$ cat config.mk
export PLATFORM = sky130hd
export DESIGN_NAME = serial_port_config
export DESIGN_NICKNAME = d
export VERILOG_FILES = /design/src/hw/serial_port_pkg.sv /design/src/hw/config_bank.sv /design/src/hw/serial_port_config.sv
export VERILOG_INCLUDE_DIRS = /design/src /design/src/hw
export SDC_FILE = /design/constraint.sdc
export NUM_CORES = 1
export LEC_CHECK = 0
export BUFFER_PORTS_ARGS = -buffer_cell sky130_fd_sc_hd__buf_2
export CAP_MARGIN = 5
export CORE_ASPECT_RATIO = 2
export CORE_MARGIN = 2
export CORE_UTILIZATION = 63
export DETAILED_ROUTE_END_ITERATION = 10
export PLACE_DENSITY = 0.79
export SYNTH_ARGS = -nofsm -noshare
export SYNTH_HDL_FRONTEND = slang
export SYNTH_SLANG_ARGS = --single-unit
$ cat constraint.sdc
create_clock -name clock_i -period 4.7 [get_ports clock_i]
set_input_delay 0.705 -clock clock_i [delete_from_list [all_inputs] [get_ports clock_i]]
set_output_delay 0.705 -clock clock_i [all_outputs]
set_load 0.05 [all_outputs]
$ cat src/hw/serial_port_defs.svh
`ifndef SERIAL_PORT_DEFS_SVH
`define SERIAL_PORT_DEFS_SVH

// ==========================================================================
// Register offsets
`define ADDR_SETUP 13'h0000
`define ADDR_VARIANT 13'h0003
`define ADDR_RB_SEL 13'h0004
`define ADDR_PWR_SYNC 13'h0230
`define ADDR_RSVD_231 13'h0231
`define ADDR_COMMIT 13'h0232

// ==========================================================================
// Field positions
`define SETUP_SEP_OUT 0
`define SETUP_LSB_FIRST 1
`define SETUP_SOFT_RST 2
`define SETUP_LONG_INSTR 3
`define RB_SEL_ACTIVE 0
`define COMMIT_BIT 0

// ==========================================================================
// Reset values
`define SETUP_RST 8'h18
`define RB_SEL_RST 8'h00
`define PWR_SYNC_RST 8'h00
`define COMMIT_RST 8'h00

// ==========================================================================
// Serial framing counts
`define INSTR_LAST 4'hF
`define BYTE_LAST 4'h7
`define LEN_STREAM 2'h3

`endif

$ cat src/hw/serial_port_pkg.sv
package serial_port_pkg;

    typedef enum logic [1:0] {
        PH_IDLE  = 2'b00,
        PH_INSTR = 2'b01,
        PH_DATA  = 2'b10,
        PH_DONE  = 2'b11
    } phase_e;

    typedef struct packed {
        phase_e phase;
        logic sclk_prev;
        logic [15:0] shift;
        logic [3:0] bit_cnt;
        logic rd;
        logic [1:0] len;
        logic [1:0] byte_cnt;
        logic [12:0] addr;
        logic [7:0] tx;
        logic out_bit;
    } port_state_s;

    typedef struct packed {
        logic [7:0] setup;
        logic [7:0] rb_sel;
        logic [7:0] buf_ps;
        logic [7:0] act_ps;
        logic update;
    } bank_state_s;

endpackage

$ cat src/hw/config_bank.sv
`timescale 1ns/1ns
`include "serial_port_defs.svh"

module config_bank import serial_port_pkg::*; #(
    parameter logic [7:0] VARIANT_ID = 8'h5A // Arbitrary value.
) (
    // Clock and reset
    input wire logic clock_i,
    input wire logic rst_i,
    // Write and read ports
    input wire logic wr_en_i,
    input wire logic [12:0] wr_addr_i,
    input wire logic [7:0] wr_data_i,
    input wire logic [12:0] rd_addr_i,
    output logic [7:0] rd_data_o,
    // Settings
    output logic lsb_first_o,
    output logic separate_output_select_o,
    output logic soft_reset_o,
    output logic [7:0] active_pwr_sync_o
);

    bank_state_s s_ff;
    bank_state_s nxt_s;

    // ======================================================================
    // Next state
    always_comb begin
        nxt_s = s_ff;
        nxt_s.update = 1'b0;
        if (s_ff.update) begin
            nxt_s.act_ps = s_ff.buf_ps;
        end
        if (wr_en_i) begin
            unique case (wr_addr_i)
                `ADDR_SETUP: nxt_s.setup = wr_data_i;
                `ADDR_RB_SEL: nxt_s.rb_sel = {7'h00, wr_data_i[`RB_SEL_ACTIVE]};
                `ADDR_PWR_SYNC: nxt_s.buf_ps = wr_data_i;
                `ADDR_COMMIT: nxt_s.update = wr_data_i[`COMMIT_BIT];
                default: nxt_s.update = 1'b0; // Identifier, reserved and blank space drop writes.
            endcase
        end
        // The setup register is spared so that software can end the reset.
        if (s_ff.setup[`SETUP_SOFT_RST]) begin
            nxt_s.rb_sel = `RB_SEL_RST;
            nxt_s.buf_ps = `PWR_SYNC_RST;
            nxt_s.act_ps = `PWR_SYNC_RST;
            nxt_s.update = 1'b0;
        end
    end

    always_ff @(posedge clock_i or posedge rst_i) begin
        if (rst_i) begin
            s_ff <= '{setup: `SETUP_RST, rb_sel: `RB_SEL_RST, buf_ps: `PWR_SYNC_RST,
                      act_ps: `PWR_SYNC_RST, update: 1'b0};
        end else begin
            s_ff <= nxt_s;
        end
    end

    // ======================================================================
    // Readback
    always_comb begin
        unique case (rd_addr_i)
            `ADDR_SETUP: rd_data_o = s_ff.setup;
            `ADDR_VARIANT: rd_data_o = VARIANT_ID;
            `ADDR_RB_SEL: rd_data_o = s_ff.rb_sel;
            `ADDR_PWR_SYNC: rd_data_o = s_ff.rb_sel[`RB_SEL_ACTIVE] ?
                s_ff.act_ps : s_ff.buf_ps;
            `ADDR_COMMIT: rd_data_o = {7'h00, s_ff.update};
            default: rd_data_o = 8'h00;
        endcase
    end

    // The instruction length bit is stored but never shortens a frame.
    assign lsb_first_o = s_ff.setup[`SETUP_LSB_FIRST];
    assign separate_output_select_o = s_ff.setup[`SETUP_SEP_OUT];
    assign soft_reset_o = s_ff.setup[`SETUP_SOFT_RST];
    assign active_pwr_sync_o = s_ff.act_ps;
endmodule

$ cat src/hw/serial_port_config.sv
`timescale 1ns/1ns
`include "serial_port_defs.svh"

module serial_port_config import serial_port_pkg::*; #(
    parameter logic [7:0] VARIANT_ID = 8'h5A // Arbitrary value.
) (
    // Clock and reset
    input wire logic clock_i,
    input wire logic rst_i,
    // Serial pins
    input wire logic cs_n_i,
    input wire logic sclk_i,
    input wire logic sdio_i,
    output logic sdio_o,
    output logic sdio_oe_o,
    output logic serial_data_out_pin_o,
    output logic serial_data_out_pin_oe_o,
    // Device controls
    output logic [7:0] active_pwr_sync_o,
    output logic soft_reset_o
);

    port_state_s s_ff;
    port_state_s nxt_s;
    logic lsb_first;
    logic sep_out;
    logic wr_en;
    logic [12:0] wr_addr;
    logic [7:0] wr_data;
    logic [12:0] rd_addr;
    logic [7:0] rd_data;
    logic sclk_rise;
    logic sclk_fall;
    logic [15:0] sh_next;
    logic [7:0] byte_in;
    logic [12:0] addr_step;
    logic reading;

    config_bank #(
        .VARIANT_ID(VARIANT_ID)
    ) u_bank (
        .clock_i(clock_i),
        .rst_i(rst_i),
        .wr_en_i(wr_en),
        .wr_addr_i(wr_addr),
        .wr_data_i(wr_data),
        .rd_addr_i(rd_addr),
        .rd_data_o(rd_data),
        .lsb_first_o(lsb_first),
        .separate_output_select_o(sep_out),
        .soft_reset_o(soft_reset_o),
        .active_pwr_sync_o(active_pwr_sync_o)
    );

    // The host must hold each serial clock level for at least one clock, or an edge is lost.
    assign sclk_rise = sclk_i & ~s_ff.sclk_prev;
    assign sclk_fall = ~sclk_i & s_ff.sclk_prev;

    // ======================================================================
    // Frame engine
    // Bits are sampled on the rising serial clock edge and read data changes on the
    // falling edge, so the host always sees a full half period of setup.
    always_comb begin
        nxt_s = s_ff;
        nxt_s.sclk_prev = sclk_i;
        wr_en = 1'b0;
        wr_addr = s_ff.addr;
        wr_data = 8'h00;
        rd_addr = s_ff.addr;
        sh_next = lsb_first ? {sdio_i, s_ff.shift[15:1]} : {s_ff.shift[14:0], sdio_i};
        byte_in = lsb_first ? sh_next[15:8] : sh_next[7:0];
        addr_step = lsb_first ? s_ff.addr + 13'h0001 : s_ff.addr - 13'h0001;
        if (cs_n_i) begin
            nxt_s.phase = PH_IDLE;
            nxt_s.bit_cnt = 4'h0;
            nxt_s.out_bit = 1'b0;
        end else begin
            unique case (s_ff.phase)
                PH_IDLE, PH_INSTR: begin
                    nxt_s.phase = PH_INSTR;
                    if (sclk_rise) begin
                        nxt_s.shift = sh_next;
                        nxt_s.bit_cnt = s_ff.bit_cnt + 4'h1;
                        // Every frame opens with a 16-bit instruction.
                        if (s_ff.bit_cnt == `INSTR_LAST) begin
                            nxt_s.phase = PH_DATA;
                            nxt_s.rd = sh_next[15];
                            nxt_s.len = sh_next[14:13];
                            nxt_s.addr = sh_next[12:0];
                            nxt_s.bit_cnt = 4'h0;
                            nxt_s.byte_cnt = 2'h0;
                            rd_addr = sh_next[12:0];
                            nxt_s.tx = rd_data;
                        end
                    end
                end
                PH_DATA: begin
                    if (sclk_rise) begin
                        nxt_s.shift = sh_next;
                        nxt_s.bit_cnt = s_ff.bit_cnt + 4'h1;
                        if (s_ff.bit_cnt == `BYTE_LAST) begin
                            wr_en = ~s_ff.rd;
                            wr_data = byte_in;
                            nxt_s.addr = addr_step;
                            nxt_s.bit_cnt = 4'h0;
                            nxt_s.byte_cnt = s_ff.byte_cnt + 2'h1;
                            rd_addr = addr_step;
                            nxt_s.tx = rd_data;
                            if (s_ff.len != `LEN_STREAM && s_ff.byte_cnt == s_ff.len) begin
                                nxt_s.phase = PH_DONE;
                            end
                        end
                    end else if (sclk_fall && s_ff.rd) begin
                        nxt_s.out_bit = lsb_first ? s_ff.tx[0] : s_ff.tx[7];
                        nxt_s.tx = lsb_first ? {1'b0, s_ff.tx[7:1]} : {s_ff.tx[6:0], 1'b0};
                    end
                end
                PH_DONE: nxt_s.phase = PH_DONE;
            endcase
        end
    end

    always_ff @(posedge clock_i or posedge rst_i) begin
        if (rst_i) begin
            s_ff <= '{phase: PH_IDLE, sclk_prev: 1'b0, shift: 16'h0000, bit_cnt: 4'h0,
                      rd: 1'b0, len: 2'h0, byte_cnt: 2'h0, addr: 13'h0000, tx: 8'h00,
                      out_bit: 1'b0};
        end else begin
            s_ff <= nxt_s;
        end
    end

    // ======================================================================
    // Pin drivers
    assign reading = ~cs_n_i & s_ff.rd & (s_ff.phase == PH_DATA || s_ff.phase == PH_DONE);
    assign sdio_o = s_ff.out_bit;
    assign serial_data_out_pin_o = s_ff.out_bit;
    assign sdio_oe_o = reading & ~sep_out;
    assign serial_data_out_pin_oe_o = reading & sep_out;
endmodule

# After elaboration in Yosys (flattened, before gate mapping)
# Index checks and enable logic that the tools add are counted.
# Widths: inputs -> output; s select.
totals:
  reg_bits: 83
  output_inout_bits: 13
  word_cells: 129
  input_bits: 5
classes:
  bitwise: 11
  n_mux: 49
  eq_ne: 25
  reduce_logical: 25
  add_sub_neg: 4
ops:
  columns: ["op", "n"]
  rows:
  - ["$mux 8", 11]
  - ["$mux 13", 6]
  - ["$eq 13x10->1 const B", 4]
  - ["$mux 46", 1]
  - ["$pmux 23 s2", 1]
  - ["$pmux 20 s2", 1]
  - ["$pmux 8 s5", 1]
  - ["$mux 16", 2]
  - ["$mux 30", 1]
  - ["$eq 13x3->1 const B", 2]
  - ["$logic_not 13->1", 2]
  - ["$pmux 13 s2", 1]
  - ["$mux 25", 1]
  - ["$mux 23", 1]
  - ["$mux 20", 1]
  - ["$ne 3x3->1 const B", 6]
  - ["$mux 15", 1]
  - ["$reduce_bool 2->1", 7]
  - ["$add 13x1->13 const B", 1]
  - ["$eq 13x2->1 const B", 1]
  - ["$sub 13x1->13 const B", 1]
  - ["$mux 2", 6]
  - ["$ne 2x2->1 const B", 6]
  - ["$reduce_and 6->1", 2]
  - ["other kinds (21)", 47]

# Depth between registers and ports, before layout
logic_depth:
  depth_word: 12
  ltp_mapped: 11
  depth_no_buf: 10

# Hierarchy
# From an unflattened synthesis, not the netlist that was laid out.
hier_totals:
  hier_cells: 519
  area_unflattened_um2: 4885.9
modules_own_cells:
  columns: ["module", "area_per_inst_um2", "seq_area_each_um2", "instances", "cells_each"]
  rows:
  - ["serial_port_config", 3434.5, 1251.2, 1, 383]
  - ["config_bank", 1451.4, 653.1, 1, 136]

# Worst setup path after synthesis
# Ideal clock, no wire load.
synth_timing:
  path_type: "flip-flop to flip-flop"
  from: "reg u_bank.s_ff (netlist bit u_bank.lsb_first_o)"
  to: "reg s_ff[6] (netlist name)"
  path_buffers: 1
  synth_period_minus_slack_ps: 3540
  path_slack_ps: 1160
  setup_ps: 95
  required_ps: 4605
  path_stages_with_launch: 12
  t_arrival_ps: 3444
  cell_sequence: "dfrtp_1 -> clkbuf_1 -> inv_1 -> ha_1 -> a21o_1 -> a31o_2 -> o21a_1 -> o311a_1 -> or4_4 -> nor3_4 -> a32oi_2 -> o31ai_1"
synth_via:
  elab_chain_cells: 10
  elab_cells_between_ends: 21
  cone_classes: "eq/ne: 4; mux: 16; reduce/logical: 1"
synth_lines:
  columns: ["element", "line_no", "source"]
  rows:
  - ["start: declaration", "config_bank.sv:23", "bank_state_s s_ff;"]
  - ["start signal: assignment", "config_bank.sv:54", "s_ff <= '{setup: `SETUP_RST, rb_sel: `RB_SEL_RST, buf_ps: `PWR_SYNC_RST,"]
  - ["start signal: assignment", "config_bank.sv:57", "s_ff <= nxt_s;"]
  - ["$mux 13 / $mux 16 (equally long branches)", "serial_port_config.sv:72, serial_port_config.sv:70", null]
  - ["$mux 13 (on tied branches)", "serial_port_config.sv:101, serial_port_config.sv:85", null]
  - ["$mux 13 (on tied branches)", "serial_port_config.sv:98, serial_port_config.sv:81", null]
  - ["$pmux 13 s2", "serial_port_config.sv:78", "unique case (s_ff.phase)"]
  - ["$mux 13", "serial_port_config.sv:73", "if (cs_n_i) begin"]
  - ["$eq 13x10->1 (tied with other cells)", "config_bank.sv:64", "unique case (rd_addr_i)"]
  - ["$pmux 8 s5", "config_bank.sv:64", null]
  - ["$mux 23 / $mux 30 (equally long branches)", "serial_port_config.sv:101, serial_port_config.sv:85", null]
  - ["$mux 8 / $mux 46 (equally long branches)", "serial_port_config.sv:98, serial_port_config.sv:81", null]
  - ["$pmux 23 s2 *", "serial_port_config.sv:78", null]
  - ["end signal: assignment", "serial_port_config.sv:125", "s_ff <= '{phase: PH_IDLE, sclk_prev: 1'b0, shift: 16'h0000, bit_cnt: 4'h0,"]
  - ["end signal: assignment", "serial_port_config.sv:129", "s_ff <= nxt_s;"]
  - ["end: declaration", "serial_port_config.sv:23", "port_state_s s_ff;"]
# Every way passes the cells marked *; elsewhere a longest branch is shown, timed or not. The select of a mux whose other input is x is not followed.
# A chain may end at the register's enable or synchronous reset.

# Worst setup path in the final report
layout_timing:
  from: "reg s_ff[27] (netlist name)"
  to: "reg s_ff[7] (netlist name)"
layout_via:
  elab_chain_cells: 10
  elab_cells_between_ends: 22
  cone_classes: "eq/ne: 8; mux: 12; reduce/logical: 2"
layout_lines:
  columns: ["element", "line_no"]
  rows:
  - ["$eq 4x3->1 (no source line) / $eq 4x4->1 (equally long branches)", null]
  - ["$mux 13 (on tied branches)", "serial_port_config.sv:101, serial_port_config.sv:85"]
  - ["$mux 13 (on tied branches)", "serial_port_config.sv:98, serial_port_config.sv:81"]
  - ["$pmux 13 s2", "serial_port_config.sv:78"]
  - ["$mux 13", "serial_port_config.sv:73"]
  - ["$eq 13x10->1 (tied with other cells)", "config_bank.sv:64"]
  - ["$pmux 8 s5", "config_bank.sv:64"]
  - ["$mux 23 / $mux 30 (equally long branches)", "serial_port_config.sv:101, serial_port_config.sv:85"]
  - ["$mux 8 / $mux 46 (equally long branches)", "serial_port_config.sv:98, serial_port_config.sv:81"]
  - ["$pmux 23 s2", "serial_port_config.sv:78"]
# Parallel ways exist; a longest one is shown, timed or not. The select of a mux whose other input is x is not followed.

==> impl.org <==
** Logic synthesis
- Post-synth design cell area :: 4902 um2
- Synthesis inferred 76 register bits.
- Fraction of synthesis flops using an asynchronous set or reset pin :: 100.0%
- In this run the biggest area consumer among cell types represents 37.77% of the synthesized area.
- When the netlist entered floorplanning its net count stood at 552.
- After synthesis, the mean cell area works out to 9.180 um2.
- The synthesized design spends more area on one cell type than any other, namely dfrtp_1.
- In the synthesized netlist, the number of instances is about 530.
- EDFF count, synth :: 0
- Commonest register cell after synthesis :: dfrtp_1
- Dominant cells by area after synthesis :: dfrtp_1 (38%), mux2i_1 (8.2%), mux2_2 (4.8%)
- Sequential cells were found to cover between 30 and 40% of the synthesized design area.
- The netlist uses 67 different library cells.
- The commonest cells after synthesis are dfrtp_1 (74), nor2_1 (58), a21oi_1 (44).
- The most common cell in the synthesized netlist is dfrtp_1.
- Yosys warning total :: 0

** Setup path
- Top cell by count, worst path :: a31oi_1
- For this run, the slowest stage of the critical path takes between 0.7 and 0.8 ns.
- Together, buffers and inverters on the worst path number 0.
- Cell-by-cell listing of the critical path :: ha_1 -> nand3b_1 -> or3_1 -> a2111o_1 -> a31oi_1 -> o211ai_1 -> a2111oi_0 -> a31oi_1 -> o21ai_1
- Largest delay share family, worst path :: compound AO/OA/AOI/OAI gates
- Along the worst path, the maximum fanout reaches 17.
- For this design, the slowest cell found on the critical path is or3_1.
- Category of the worst setup path capture point :: register
- STA classifies the critical path startpoint as a register.
- Data required time at the worst endpoint :: roughly 5 ns
- Worst Path Class, Setup :: register to register
- Worst EP arrival :: 4.06 ns

** Clock tree
- Clock transition at path regs :: 0.07 ns
- Cell at the root of the clock tree :: clkbuf_16
- Total setup buffers inserted after CTS :: 0
- Clock Sinks :: 76
- No sink is reached through more buffers than the 2 on the longest clock path.
- In this run, post-CTS repair resized a total of 0 instances.
- The clock tree synthesis step divided the H-tree into 3 levels.
- TritonCTS built the clock tree.
- Clock latency on the worst-skew pair :: 0.35 ns
- Hold Buf Count CTS :: 0
- Total CTS buffers :: 9

** Pwr
- Of the total power, registers draw 43.8%.
- In this run the power spent charging and discharging nets is 506.4 uW.
- Clock power share :: 43.4%
- Logic gate share of total power :: 12.9%
- Dividing total power by cell area gives a power density of ~330 nW/um2.
- Fraction of power spent switching nets :: between 20% and 30%
- Worst supply voltage drop on vdd :: about 0.28 mV
- In this run the static leakage power is 0.002413 uW.
- The internal portion of the total power is 1267 uW.

** Die
- Area enclosed by the die boundary :: roughly 8500 um2
- Starting density of the core :: 64.98%
- Row generation in the floorplan step produced 45 rows.
- During I/O placement, the number of pins put on the boundary was 18.
- Die Span X :: 66.38 um
- Die height :: roughly 130 um
- Core area :: 7545 um2

** Place
- Final RePlAce weighted congestion :: 1.038
- The count of buffers added on input and output ports is 17.
- In this run the cell area measured after placement is 4987 um2.
- After legalization and detailed placement, the total HPWL measured 11.12 mm.

** Status
- The run finished with clean final reports.

** Route
- In this run the remaining antenna-violating nets after routing total 0.
- Total number of vias :: around 4,400
- Number of detailed-routing iterations run before antenna repair :: 5
- After detailed routing, the average wire length per cell comes to between 20 and 25 um.
- For this run, design rule violations remaining after detail routing come to 0.
- Number of DRC markers after the initial detailed-route iteration :: about 350
- Post-detailed-routing wire length :: 14.76 mm
- In the routed layout, each cell is associated on average with a via count of just under 7.

** Final layout
- Post-route standard cell area excluding fillers :: 5318 um2
- Layout fillers :: 604
- Signed area change from the synthesized netlist to the final layout :: 8.474%
- The final layout contains about 550 nets.
- Antenna Diode Count :: 0
- Fraction of final layout cells with drive strength greater than 1 :: 14.23%

** STA
- Summed over all failing endpoints, the final setup total negative slack is 0 ns.
- Setup violation total in the final timing report :: 0
- Slew Limit Headroom :: between 20% and 30%
- Worst Clk Skew :: 0.008282 ns
- Final-report hold violation count :: 0
- At the pin with the least slew margin, the transition time is between 1 and 1.5 ns.
- Setup repair after global routing missed its margin :: no
- After layout, the worst path uses 80.57% of the clock period.
- FMAX :: 0.2641 GHz
- The worst path in the final design needs a cycle of 3.787 ns, including I/O delays and setup.
- WHS :: 0.5086 ns
- Number of max-slew violations in the final report :: 0

** Global route
- Entering global routing, the biggest net connects 52 pins.
- Vias in the first global route :: 4,302
- Total grt overflow :: 0
- The number of antenna violations at the first check in global routing was 0.
- Global-route usage over all layers :: 37.05%
- Wire length of the first global-routing pass :: between 20 and 25 mm

** Flow run
- Number of violations of the max-capacitance limit :: 0

** Worst hold path
- The tightest min-delay check is of the input pin to register type.
## per-layer routing
metal	track usage, %	vias up	share of wire, %
met2	65.12	185	53
met3	7.955	80	4.7
li1	-	1980	-
met4	23.17	0	7.5
met5	0	-	0
met1	38.84	2147	35
## stage by stage
stage / std cells / utilization (%) / worst slack (ns) / total power, uW
after detailed placement: 619 / 66.10 / 0.8463 / 1008
final: 635 / 70.48 / 0.9134 / 1773
after floorplan: 534 / - / 1.160 / 924.0
after global routing: 635 / 70.48 / 0.6240 / 1833
after CTS: 635 / 70.48 / 0.9753 / 1772
after global placement: 619 / 66.10 / 0.9797 / 999.9
## flip-flops by register name, indices dropped and copies added, names as in the netlist
register,flops
u_bank.s_ff,15
u_bank.active_pwr_sync_o,8
u_bank.soft_reset_o,1
u_bank.separate_output_select_o,1
sdio_o,1
wr_addr,13
u_bank.lsb_first_o,1
s_ff,36
## logic make-up after synthesis
| family | count (synthesis) | share of synthesized area [%] |
|---|---|---|
| and+or+nand+nor | 175 | 18.30 |
| AOI/OAI and AO/OA | 146 | 19.45 |
| DFF | 76 | 38.85 |
| muxes | 61 | 12.99 |
| buffers and inverters | 52 | 4.977 |
| adders and majority gates | 13 | 3.471 |
| xor gates and xnor gates | 11 | 1.965 |
## cells in the final DEF (no fill, tap or decap), types with 8 or more instances in the layout
cell,Yosys,final
dfrtp_1,74,74
nor2_1,58,57
a21oi_1,44,44
mux2i_1,40,40
nand2_1,34,34
o21ai_0,28,28
mux2_2,21,21
inv_1,19,18
nor3_1,17,17
buf_2,0,17
nand3_1,16,16
ha_1,12,12
a31oi_1,9,9
clkbuf_16,0,9
a221oi_1,8,8
## worst reg2reg max path, cell delays in order, from the launching register on
cell and delay [ns]:
dfrtp_1 0.38, ha_1 0.25, nand3b_1 0.36, or3_1 0.75
a2111o_1 0.48, a31oi_1 0.30, o211ai_1 0.27, a2111oi_0 0.61
a31oi_1 0.16, o21ai_1 0.16
## path summary, 6_finish.rpt
| path | from | endpoint | slack (ns) | cells after the start |
|---|---|---|---|---|
| worst max-delay path | s_ff[27] | s_ff[7] | 0.91 | 9 |
| worst min-delay path | sclk_i | s_ff[47] | 0.51 | 1 |
| worst max register to register | s_ff[27] | s_ff[7] | 0.91 | 9 |
| worst min register to register | s_ff[28] | s_ff[28] | 0.52 | 2 |
| max in group asynchronous | rst_i | s_ff[48] | 3.15 | 3 |
| min in group asynchronous | rst_i | u_bank.s_ff[16] | 0.61 | 2 |
## power by group through the flow
| stage | Combinational [uW] | Sequential (uW) | Clock [uW] |
|---|---|---|---|
| floorplan | 162 | 762 | 0 |
| global placement | 217 | 783 | 0 |
| detailed placement | 222 | 786 | 0 |
| finish | 228 | 776 | 769 |
| CTS | 224 | 774 | 774 |
| global route | 249 | 782 | 803 |
## area by class of cell
| class | count | area [um2] | share of cell area, % |
|---|---|---|---|
| multi-input combinational | 406 | 2756 | 51.84 |
| sequential | 76 | 1904 | 35.81 |
| clock buffer | 9 | 225.2 | 4.235 |
| timing repair buffer | 24 | 137.6 | 2.588 |
| tap | 94 | 117.6 | 2.212 |
| clock inverter | 7 | 105.1 | 1.976 |
| inverter | 19 | 71.32 | 1.341 |
Note: power is estimated with default switching activity, not from simulation.
